File: src/core/spaf_pkg.sv
// Contract
// RULE_01 - Two mode bits select one of four modes
// RULE_02 - Bit 7 maps framing flag or mode bit
// RULE_03 - Invalid stop bit sets sticky framing flag
// RULE_04 - 9-bit filter needs ninth bit and address match
// RULE_05 - 8-bit filter needs valid stop bit
// RULE_06 - Software keeps filter off in shift mode
// RULE_07 - Reception only while receive enable set
// RULE_08 - Transmit ninth bit sent in 9-bit modes
// RULE_09 - Ninth bit or stop bit stored on receive
// RULE_10 - Transmit done at bit eight or stop start
// RULE_11 - Receive done at bit eight or mid stop (the code does not receive in shift mode, so only mid stop applies)
// RULE_12 - Mask zero bits are don't care
// RULE_13 - Mask one bits must equal station address
// RULE_14 - Broadcast is address OR mask, zeros ignored
// RULE_15 - Frame: start low, eight LSB first, ninth, stop
// RULE_16 - Variable modes use tick, fixed mode divides clock
package spaf_pkg;
  localparam logic [31:0] SPAF_REG_CTRL = 32'h0000_0098;
  localparam logic [31:0] SPAF_REG_DATA = 32'h0000_009C;
  localparam logic [31:0] SPAF_REG_ADDR = 32'h0000_00A0;
  localparam logic [31:0] SPAF_REG_MASK = 32'h0000_00A4;
  localparam logic [31:0] SPAF_REG_AUX = 32'h0000_00A8;
  localparam logic [31:0] SPAF_REG_IRQ_STAT = 32'h0000_00AC;
  localparam logic [31:0] SPAF_REG_IRQ_MASK = 32'h0000_00B0;
  localparam logic [7:0] SPAF_CTRL_RST = 8'h00;
  localparam int SPAF_B_TOP = 7;
  localparam int SPAF_B_M1 = 6;
  localparam int SPAF_B_FILT = 5;
  localparam int SPAF_B_REN = 4;
  localparam int SPAF_B_TB8 = 3;
  localparam int SPAF_B_RB8 = 2;
  localparam int SPAF_B_TI = 1;
  localparam int SPAF_B_RI = 0;
  localparam int SPAF_B_SEL = 0;
  localparam logic [4:0] SPAF_FIXED_DIV = 5'h1F;
  localparam logic [3:0] SPAF_OVS_LAST = 4'hF;
  localparam logic [3:0] SPAF_OVS_MID = 4'h7;
  localparam logic [3:0] SPAF_BITS8 = 4'h8;
  localparam logic [3:0] SPAF_BITS9 = 4'h9;
  localparam logic [1:0] SPAF_RESP_OKAY = 2'h0;
  localparam logic [1:0] SPAF_RESP_SLVERR = 2'h2;
  typedef enum logic [1:0]
  {
    SPAF_M_SHIFT = 2'b00,
    SPAF_M_ASYNC8 = 2'b01,
    SPAF_M_FIXED9 = 2'b10,
    SPAF_M_VAR9 = 2'b11
  } spaf_mode_t;
  typedef struct packed
  {
    logic txd;
    logic rxd_oe;
    logic rxd_out;
  } spaf_pins_t;
endpackage

File: src/core/spaf_rxcore.sv
`timescale 1ns/1ps
module spaf_rxcore
(
  // Clock and reset
  input wire logic aclk,
  input wire logic aresetn,
  // Control
  input wire spaf_pkg::spaf_mode_t mode,
  input wire logic enable,
  input wire logic tick,
  input wire logic rxd_s,
  // Result
  output logic done,
  output logic [7:0] data,
  output logic ninth,
  output logic stop_ok
);
  import spaf_pkg::*;
  logic busy_q;
  logic [3:0] ovs_q;
  logic [3:0] bit_q;
  logic [8:0] sh_q;
  logic nine;
  logic at_mid;
  logic last_data;
  assign nine = mode[1];
  assign at_mid = tick && (ovs_q == SPAF_OVS_MID);
  assign last_data = bit_q == (nine ? SPAF_BITS9 : SPAF_BITS8);
  always_ff @(posedge aclk)
  begin
    if (!aresetn)
    begin
      busy_q <= 1'b0;
      ovs_q <= 4'h0;
      bit_q <= 4'h0;
      sh_q <= 9'h000;
      done <= 1'b0;
      data <= 8'h00;
      ninth <= 1'b0;
      stop_ok <= 1'b0;
    end
    else
    begin
      done <= 1'b0;
      if (!busy_q)
      begin
        ovs_q <= 4'h0;
        bit_q <= 4'h0;
        if (enable && tick && !rxd_s) // RULE_07 RULE_15
          busy_q <= 1'b1;
      end
      else if (tick)
      begin
        ovs_q <= ovs_q + 4'h1;
        if (at_mid)
        begin
          bit_q <= bit_q + 4'h1;
          if (bit_q == 4'h0 && rxd_s)
            busy_q <= 1'b0;
          else if (bit_q != 4'h0 && !last_data && bit_q < SPAF_BITS9)
            sh_q <= {rxd_s, sh_q[8:1]}; // RULE_15
          else if (bit_q == 4'h0)
            sh_q <= 9'h000;
          if (bit_q > 4'h0 && last_data)
          begin
            sh_q <= {rxd_s, sh_q[8:1]};
          end
          if (bit_q == (nine ? SPAF_BITS9 : SPAF_BITS8) + 4'h1)
          begin
            busy_q <= 1'b0; // RULE_11
            done <= 1'b1;
            stop_ok <= rxd_s;
            data <= nine ? sh_q[7:0] : sh_q[8:1];
            ninth <= nine ? sh_q[8] : rxd_s; // RULE_09
          end
        end
      end
    end
  end
endmodule

File: src/core/spaf_top.sv
`timescale 1ns/1ps
module spaf_top
(
  // Clock and reset
  input wire logic aclk,
  input wire logic aresetn,
  // AXI4-Lite write
  input wire logic [31:0] s_axi_awaddr,
  input wire logic s_axi_awvalid,
  output logic s_axi_awready,
  input wire logic [31:0] s_axi_wdata,
  input wire logic [3:0] s_axi_wstrb,
  input wire logic s_axi_wvalid,
  output logic s_axi_wready,
  output logic [1:0] s_axi_bresp,
  output logic s_axi_bvalid,
  input wire logic s_axi_bready,
  // AXI4-Lite read
  input wire logic [31:0] s_axi_araddr,
  input wire logic s_axi_arvalid,
  output logic s_axi_arready,
  output logic [31:0] s_axi_rdata,
  output logic [1:0] s_axi_rresp,
  output logic s_axi_rvalid,
  input wire logic s_axi_rready,
  // Serial
  input wire logic baud_tick,
  input wire logic rxd_in,
  output spaf_pkg::spaf_pins_t pins,
  // Interrupt
  output logic irq
);
  import spaf_pkg::*;
  logic top_mode_q, m1_q, filt_q, ren_q, tb8_q, rb8_q, ti_q, ri_q, fe_q, sel_q;
  logic [7:0] rbuf_q, station_address_q, smask_q;
  logic [1:0] ist_q, imsk_q;
  logic [1:0] rx_sync_q;
  logic aw_q, w_q;
  logic [31:0] awa_q, wd_q;
  logic [4:0] div_q;
  logic [3:0] tov_q, tbit_q;
  logic [9:0] tsh_q;
  logic tbusy_q, tx_q, sclk_q;
  spaf_mode_t mode;
  logic tick, fixed_tick, sub_tick, rx_done, rx_ninth, rx_stop;
  logic [7:0] rx_data, given, bcast;
  logic addr_hit, accept, set_ri, set_ti, wr_go, rd_go;
  logic wr_ctrl, wr_data, wr_addr, wr_mask, wr_aux, wr_ist, wr_imsk, rd_ok, wr_ok;
  logic [7:0] ctrl_rd, wb;
  logic [31:0] rd_mux;
  logic [3:0] tx_last, tx_end;
  assign mode = spaf_mode_t'({top_mode_q, m1_q}); // RULE_01
  assign fixed_tick = div_q == SPAF_FIXED_DIV;
  assign tick = (mode == SPAF_M_FIXED9) ? fixed_tick : baud_tick; // RULE_16
  assign sub_tick = tick;
  assign given = (rx_data & smask_q) ^ (station_address_q & smask_q); // RULE_12 RULE_13
  assign bcast = (station_address_q | smask_q); // RULE_14
  assign addr_hit = (given == 8'h00) || ((rx_data & bcast) == bcast); // RULE_14
  assign accept = !filt_q || (mode[1] ? (rx_ninth && addr_hit) : rx_stop); // RULE_04 RULE_05
  assign set_ri = rx_done && accept && mode != SPAF_M_SHIFT;
  // Shift mode stops after eight data bits; async frames flag at the start of the stop bit.
  assign tx_last = (mode == SPAF_M_SHIFT) ? SPAF_BITS8 - 4'h1 : (mode[1] ? SPAF_BITS9 : SPAF_BITS8);
  assign tx_end = (mode == SPAF_M_SHIFT) ? tx_last : tx_last + 4'h1;
  assign set_ti = tbusy_q && tick && tov_q == SPAF_OVS_LAST && tbit_q == tx_last; // RULE_10
  assign wr_go = aw_q && w_q && !s_axi_bvalid;
  assign rd_go = s_axi_arvalid && !s_axi_rvalid;
  assign wr_ctrl = wr_go && awa_q == SPAF_REG_CTRL;
  assign wr_data = wr_go && awa_q == SPAF_REG_DATA;
  assign wr_addr = wr_go && awa_q == SPAF_REG_ADDR;
  assign wr_mask = wr_go && awa_q == SPAF_REG_MASK;
  assign wr_aux = wr_go && awa_q == SPAF_REG_AUX;
  assign wr_ist = wr_go && awa_q == SPAF_REG_IRQ_STAT;
  assign wr_imsk = wr_go && awa_q == SPAF_REG_IRQ_MASK;
  assign wr_ok = wr_ctrl | wr_data | wr_addr | wr_mask | wr_aux | wr_ist | wr_imsk;
  assign wb = wd_q[7:0];
  assign ctrl_rd = {sel_q ? fe_q : top_mode_q, m1_q, filt_q, ren_q, tb8_q, rb8_q, ti_q, ri_q}; // RULE_02
  assign rd_ok = s_axi_araddr == SPAF_REG_CTRL || s_axi_araddr == SPAF_REG_DATA
    || s_axi_araddr == SPAF_REG_ADDR || s_axi_araddr == SPAF_REG_MASK || s_axi_araddr == SPAF_REG_AUX
    || s_axi_araddr == SPAF_REG_IRQ_STAT || s_axi_araddr == SPAF_REG_IRQ_MASK;
  assign rd_mux = (s_axi_araddr == SPAF_REG_CTRL) ? {24'h000000, ctrl_rd}
    : (s_axi_araddr == SPAF_REG_DATA) ? {24'h000000, rbuf_q}
    : (s_axi_araddr == SPAF_REG_ADDR) ? {24'h000000, station_address_q}
    : (s_axi_araddr == SPAF_REG_MASK) ? {24'h000000, smask_q}
    : (s_axi_araddr == SPAF_REG_AUX) ? {31'h00000000, sel_q}
    : (s_axi_araddr == SPAF_REG_IRQ_STAT) ? {30'h00000000, ist_q}
    : (s_axi_araddr == SPAF_REG_IRQ_MASK) ? {30'h00000000, imsk_q} : 32'h00000000;
  assign s_axi_awready = !aw_q;
  assign s_axi_wready = !w_q;
  assign s_axi_arready = !s_axi_rvalid;
  assign irq = |(ist_q & imsk_q);
  // In shift mode this pin carries the clock, which rises mid-bit while the data stand still.
  assign pins.txd = (mode == SPAF_M_SHIFT) ? (tbusy_q ? sclk_q : 1'b1) : tx_q;
  assign pins.rxd_oe = (mode == SPAF_M_SHIFT) && tbusy_q;
  assign pins.rxd_out = tx_q;
  spaf_rxcore u_rx
  (
    .aclk(aclk),
    .aresetn(aresetn),
    .mode(mode),
    .enable(ren_q && mode != SPAF_M_SHIFT),
    .tick(sub_tick),
    .rxd_s(rx_sync_q[1]),
    .done(rx_done),
    .data(rx_data),
    .ninth(rx_ninth),
    .stop_ok(rx_stop)
  );
  always_ff @(posedge aclk)
  begin
    if (!aresetn)
    begin
      aw_q <= 1'b0;
      w_q <= 1'b0;
      awa_q <= 32'h00000000;
      wd_q <= 32'h00000000;
      s_axi_bvalid <= 1'b0;
      s_axi_bresp <= SPAF_RESP_OKAY;
      s_axi_rvalid <= 1'b0;
      s_axi_rresp <= SPAF_RESP_OKAY;
      s_axi_rdata <= 32'h00000000;
    end
    else
    begin
      if (s_axi_awvalid && !aw_q)
      begin
        aw_q <= 1'b1;
        awa_q <= s_axi_awaddr;
      end
      if (s_axi_wvalid && !w_q)
      begin
        w_q <= 1'b1;
        wd_q <= s_axi_wstrb[0] ? s_axi_wdata : 32'h00000000;
      end
      if (wr_go)
      begin
        aw_q <= 1'b0;
        w_q <= 1'b0;
        s_axi_bvalid <= 1'b1;
        s_axi_bresp <= wr_ok ? SPAF_RESP_OKAY : SPAF_RESP_SLVERR;
      end
      else if (s_axi_bready)
        s_axi_bvalid <= 1'b0;
      if (rd_go)
      begin
        s_axi_rvalid <= 1'b1;
        s_axi_rdata <= rd_mux;
        s_axi_rresp <= rd_ok ? SPAF_RESP_OKAY : SPAF_RESP_SLVERR;
      end
      else if (s_axi_rready)
        s_axi_rvalid <= 1'b0;
    end
  end
  always_ff @(posedge aclk)
  begin
    if (!aresetn)
    begin
      {top_mode_q, m1_q, filt_q, ren_q, tb8_q} <= SPAF_CTRL_RST[7:3];
      {rb8_q, ti_q, ri_q, fe_q, sel_q} <= 5'h00;
      rbuf_q <= 8'h00;
      station_address_q <= 8'h00;
      smask_q <= 8'h00;
      ist_q <= 2'h0;
      imsk_q <= 2'h0;
      rx_sync_q <= 2'h3;
      div_q <= 5'h00;
    end
    else
    begin
      rx_sync_q <= {rx_sync_q[0], rxd_in};
      div_q <= div_q + 5'h01; // RULE_16
      if (wr_ctrl)
      begin
        if (sel_q)
          fe_q <= wb[SPAF_B_TOP]; // RULE_02
        else
          top_mode_q <= wb[SPAF_B_TOP];
        m1_q <= wb[SPAF_B_M1];
        filt_q <= wb[SPAF_B_FILT]; // RULE_06
        ren_q <= wb[SPAF_B_REN];
        tb8_q <= wb[SPAF_B_TB8];
        rb8_q <= wb[SPAF_B_RB8];
        ti_q <= wb[SPAF_B_TI];
        ri_q <= wb[SPAF_B_RI];
      end
      if (wr_addr)
        station_address_q <= wb;
      if (wr_mask)
        smask_q <= wb;
      if (wr_aux)
        sel_q <= wb[SPAF_B_SEL];
      if (wr_imsk)
        imsk_q <= wb[1:0];
      if (wr_ist)
        ist_q <= ist_q & ~wb[1:0];
      if (rx_done && !rx_stop && mode != SPAF_M_SHIFT)
        fe_q <= 1'b1; // RULE_03
      if (set_ri)
      begin
        ri_q <= 1'b1; // RULE_11
        rbuf_q <= rx_data;
        rb8_q <= rx_ninth; // RULE_09
        ist_q[SPAF_B_RI] <= 1'b1;
      end
      if (set_ti)
      begin
        ti_q <= 1'b1; // RULE_10
        ist_q[SPAF_B_TI] <= 1'b1;
      end
    end
  end
  always_ff @(posedge aclk)
  begin
    if (!aresetn)
    begin
      tbusy_q <= 1'b0;
      tov_q <= 4'h0;
      tbit_q <= 4'h0;
      tsh_q <= 10'h3FF;
      tx_q <= 1'b1;
      sclk_q <= 1'b0;
    end
    else if (wr_data && !tbusy_q)
    begin
      // Shift mode sends bits without start; async frames open low.
      tbusy_q <= 1'b1;
      tov_q <= 4'h0;
      tbit_q <= 4'h0;
      tsh_q <= {1'b1, tb8_q, wb}; // RULE_08
      tx_q <= (mode == SPAF_M_SHIFT) ? wb[0] : 1'b0; // RULE_15
      sclk_q <= 1'b1;
    end
    else if (tbusy_q && tick)
    begin
      tov_q <= tov_q + 4'h1;
      sclk_q <= tov_q[3];
      if (tov_q == SPAF_OVS_LAST)
      begin
        tbit_q <= tbit_q + 4'h1;
        tx_q <= (mode == SPAF_M_SHIFT) ? tsh_q[1] : tsh_q[0];
        tsh_q <= {1'b1, tsh_q[9:1]};
        if (mode != SPAF_M_SHIFT && !mode[1] && tbit_q == SPAF_BITS8)
          tx_q <= 1'b1;
        if (tbit_q == tx_end)
        begin
          tbusy_q <= 1'b0;
          tx_q <= 1'b1;
        end
      end
    end
  end
endmodule

File: config.mk
export PLATFORM = sky130hd
export DESIGN_NAME = spaf_top
export DESIGN_NICKNAME = d
export VERILOG_FILES = /design/src/core/spaf_pkg.sv /design/src/core/spaf_rxcore.sv /design/src/core/spaf_top.sv
export SDC_FILE = /design/constraint.sdc
export NUM_CORES = 1
export LEC_CHECK = 0
export BUFFER_PORTS_ARGS = -buffer_cell sky130_fd_sc_hd__buf_4
export CAP_MARGIN = 20
export CORE_AREA = 4 4 129 131
export CTS_BUF_LIST = sky130_fd_sc_hd__clkbuf_16
export CTS_CLUSTER_SIZE = 8
export DETAILED_ROUTE_END_ITERATION = 6
export DIE_AREA = 0 0 133 135
export HOLD_SLACK_MARGIN = 0.12
export PLACE_DENSITY = 0.67
export SETUP_SLACK_MARGIN = 0.05
export SLEW_MARGIN = 20
export SYNTH_ARGS = -nofsm -noshare
export SYNTH_HDL_FRONTEND = slang
export SYNTH_HIERARCHICAL = 1
export SYNTH_SLANG_ARGS = --single-unit
File: constraint.sdc
create_clock -name aclk -period 2.8 [get_ports aclk]
set_clock_uncertainty 0.1 [all_clocks]
set_input_delay 0.14 -clock aclk [delete_from_list [all_inputs] [get_ports aclk]]
set_output_delay 0.14 -clock aclk [all_outputs]
set_load 0.05 [all_outputs]
==> impl_metrics.tcl <==
set metrics [dict create \
    fmax_ghz 0.391 \
    grt_use_total_pct 19.2 \
    antenna_found_initial 0 \
    cp_common_cell "ha_1" \
    post_synth.cell_area_avg_sq_um 8.64 \
    cp-end-kind "flip-flop" \
    cts_buffer_depth 2 \
    drv_cap 0 \
    criticalPathCategory "flip-flop to flip-flop" \
    wirelength_um 17200 \
    grt_setup_unrepaired "no" \
    period_needed_ps 2560 \
    drive_above_1_share_pct 17.7 \
    worstPathMaxFanout 20 \
    yosysTopAreaCellShare_pct 43.3 \
    synth_area_leaders "dfxtp_1 43%, nand2_1 7.3%, mux2i_1 6.6%, nor2_1 4.4%, a21oi_1 4.2%" \
    power_density_nw_per_um2 527 \
    crit_family "compound AO/OA/AOI/OAI gates" \
    critical_path.slowest_cell "o2111a_2" \
    synth_top_area_cell "dfxtp_1" \
    finalSetupViolations 0 \
    syn2layout_area_growth_pct 28.5 \
    path_cells "ha_1 -> and3_1 -> ha_1 -> mux2i_1 -> inv_1 -> and4b_1 -> o2111a_2 -> nor2_1 -> a211oi_2" \
    drt_iter0_markers 361 \
    p_leak_nw 3.37 \
    vdd_drop_max_v 0.000440 \
    synth-main-ff-cell "dfxtp_1" \
    worst_hold_slack_ps 134 \
    hp-class "input pin to flip-flop" \
    cts.htree.levels 4 \
    yosys_warnings 6 \
    pwr-share-comb_pct 10.6 \
    synth-edff-count 0 \
    grt_pass1_vias 5577 \
    cp-start-kind "flip-flop" \
    ys_async_sr_fraction_pct 0 \
    slew_viol_final 0 \
    cp.arrival_ps 2790 \
    finalPower_w 0.00463 \
    die_w_um 133 \
    netlist_instances 792 \
    syn_area_sq_um 6840 \
    drc 0 \
    wire_per_inst_um 14.6 \
    start_util_pct 43.8 \
    root_buffer "clkbuf_16" \
    synth_cell_types 65 \
    vias 5956 \
    fin_setup_tns_ps 0 \
    hold_depth 4 \
    status "finished clean" \
    clk_latency_ps 420 \
    ant_nets 0 \
    io_buffers 100 \
    cts_tree "yes" \
    r2r_cells 9 \
    critPathBufInv 1 \
    firstDrtPassIters 4 \
    crit_path_max_incr_delay_ps 540 \
    path_clk_slew_ps 60 \
    grt_overflow 0 \
    pwr-share-seq_pct 47.4 \
    ys_ff_latch 148 \
    die_h_um 135 \
    vias_per_cell 5.07 \
    power.internal_w 0.00345 \
    worstMarginPinSlew_ps 592 \
    hold_viol 0 \
    dieArea_sq_um 18000 \
    cts_buffers 17 \
    routabilityCongestion 0.828 \
    finalCritPeriodShare_pct 91.3 \
    dp_hpwl_um 11600 \
    fp.coreArea_sq_um 15600 \
    ios 154 \
    crit_required_ps 3030 \
    synth_seq_area_share_pct 43.3 \
    postCtsSetupBuffers 0 \
    diodes 0 \
    clkPwrFrac_pct 42.0 \
    power.net_switching_w 0.00118 \
    max_slew_margin_pct 60.6 \
    grt_pass1_wl_um 28000 \
    grt_max_degree 47 \
    swShare_pct 25.4 \
    crit_cells 9 \
    clock-sinks 148 \
    rows 46 \
    fin_nets 1062 \
]
-- layer usage --
metal  up-vias  global-route usage [%]  wire length (um)
li1       3020                       -                 -
met1      2737                    25.0              7900
met2       178                    31.3              7880
met3        21                    4.77              1060
met4         0                    6.70               325
met5         -                       0                 0
-- worst paths after layout --
| kind | start | to | slack (ps) |
|---|---|---|---|
| worst max register to register | div_q[0] | u_rx/data[0] | 240 |
| worst max-delay path | div_q[0] | u_rx/data[0] | 240 |
| worst min-delay path | s_axi_arvalid | s_axi_rdata[1] | 130 |
| worst min register to register | rx_sync_q[0] | rx_sync_q[1] | 300 |
-- state kept, by name, indices dropped and copies added, names as in the netlist, 2 cells and up --
signal             count
ist_q                  2
wd_q                   8
u_rx/bit_q             4
rbuf_q                 8
tbit_q                 4
awa_q                 32
rx_sync_q              2
tsh_q                  9
u_rx/data              8
smask_q                8
u_rx/sh_q              9
s_axi_rdata            8
station_address_q      8
imsk_q                 2
u_rx/ovs_q             4
div_q                  5
tov_q                  4
-- tightest hold or removal path: cells and delay by family --
kind            cells  cell delay [ps]
compound gates      1               60
buf+inv             1               90
simple gates        2              300
-- synthesized netlist by cell type (4+ instances only) --
master and n:
dfxtp_1 148, nand2_1 133, nor2_1 80, a21oi_1 57, mux2i_1 45, o21ai_0 32
clkbuf_1 29, buf_4 27, nand3_1 22, inv_1 19, xor2_1 17, nor4_1 14
a211oi_1 11, nand2b_1 11, nor3_1 11, a22o_1 10, nor2b_1 9, ha_1 8
a221o_1 7, nand4_1 7, a211oi_2 5, a221oi_1 5, buf_6 5, xnor2_1 5
buf_2 4, nor3b_1 4, nor4_4 4
-- metrics by stage --
| step | utilization (%) | area, sq um | instances | setup slack, ps |
|---|---|---|---|---|
| detailed placement | 49.2 | 7680 | 1081 | 259 |
| floorplan | - | 6930 | 817 | 447 |
| global placement | 49.2 | 7680 | 1081 | 315 |
| global route | 56.4 | 8790 | 1174 | 59.3 |
| CTS | 56.4 | 8800 | 1175 | 114 |
| finish | 56.4 | 8790 | 1174 | 243 |
-- cells by family (layout without fill, tap and decap cells) --
group                    Yosys count  after routing  share of synthesized area [%]
flip-flops                       148            148                           43.3
multiplexers                      48             48                           7.08
AO/OA/AOI/OAI                    155            155                           15.1
XOR/XNOR                          22             22                           2.82
AND/OR/NAND/NOR                  323            323                           23.3
buffers and inverters             87            228                           6.88
other                              1             26                         0.0548
adder cells (fa/ha/maj)            8              8                           1.46
-- what timing repair did --
item / CTS / global route
resized for setup: 0 / 0
hold endpoints to repair: 51 / 0
setup endpoints to repair: 0 / 1
hold buffers: 62 / 0
-- power by group through the flow --
stage | clock, W | combinational, W | sequential, W
CTS | 0.00199 | 0.000488 | 0.00219
finish | 0.00195 | 0.000491 | 0.00219
global route | 0.00208 | 0.000531 | 0.00220
floorplan | 0 | 0.000272 | 0.00226
detailed placement | 0 | 0.000423 | 0.00224
global placement | 0 | 0.000420 | 0.00224
-- area by class of cell --
type	instances	area, sq um
clock inverters	15	73.8
multi-input cells	582	3510
well taps	216	270
inverters	20	75.1
fillers	1416	6810
repair buffers	176	1470
flip-flops and latches	148	2960
clock buffers	17	425
-- cells in the final DEF, fill, tap and decap left out, types with 8 or more instances in the layout --
| cell | n |
|---|---|
| conb_1 | 26 |
| nor3_1 | 11 |
| nand3_1 | 22 |
| nor2b_1 | 8 |
| o21ai_0 | 32 |
| nand2_1 | 133 |
| nand2b_1 | 11 |
| buf_4 | 115 |
| nor4_1 | 13 |
| a22o_1 | 10 |
| clkbuf_16 | 17 |
| nor2_1 | 80 |
| inv_1 | 19 |
| dlygate4sd3_1 | 61 |
| ha_1 | 8 |
| mux2i_1 | 45 |
| xor2_1 | 17 |
| clkinv_2 | 8 |
| a21oi_1 | 57 |
| dfxtp_1 | 148 |
| a211oi_1 | 11 |
Note: power is estimated with default switching activity, not from simulation.
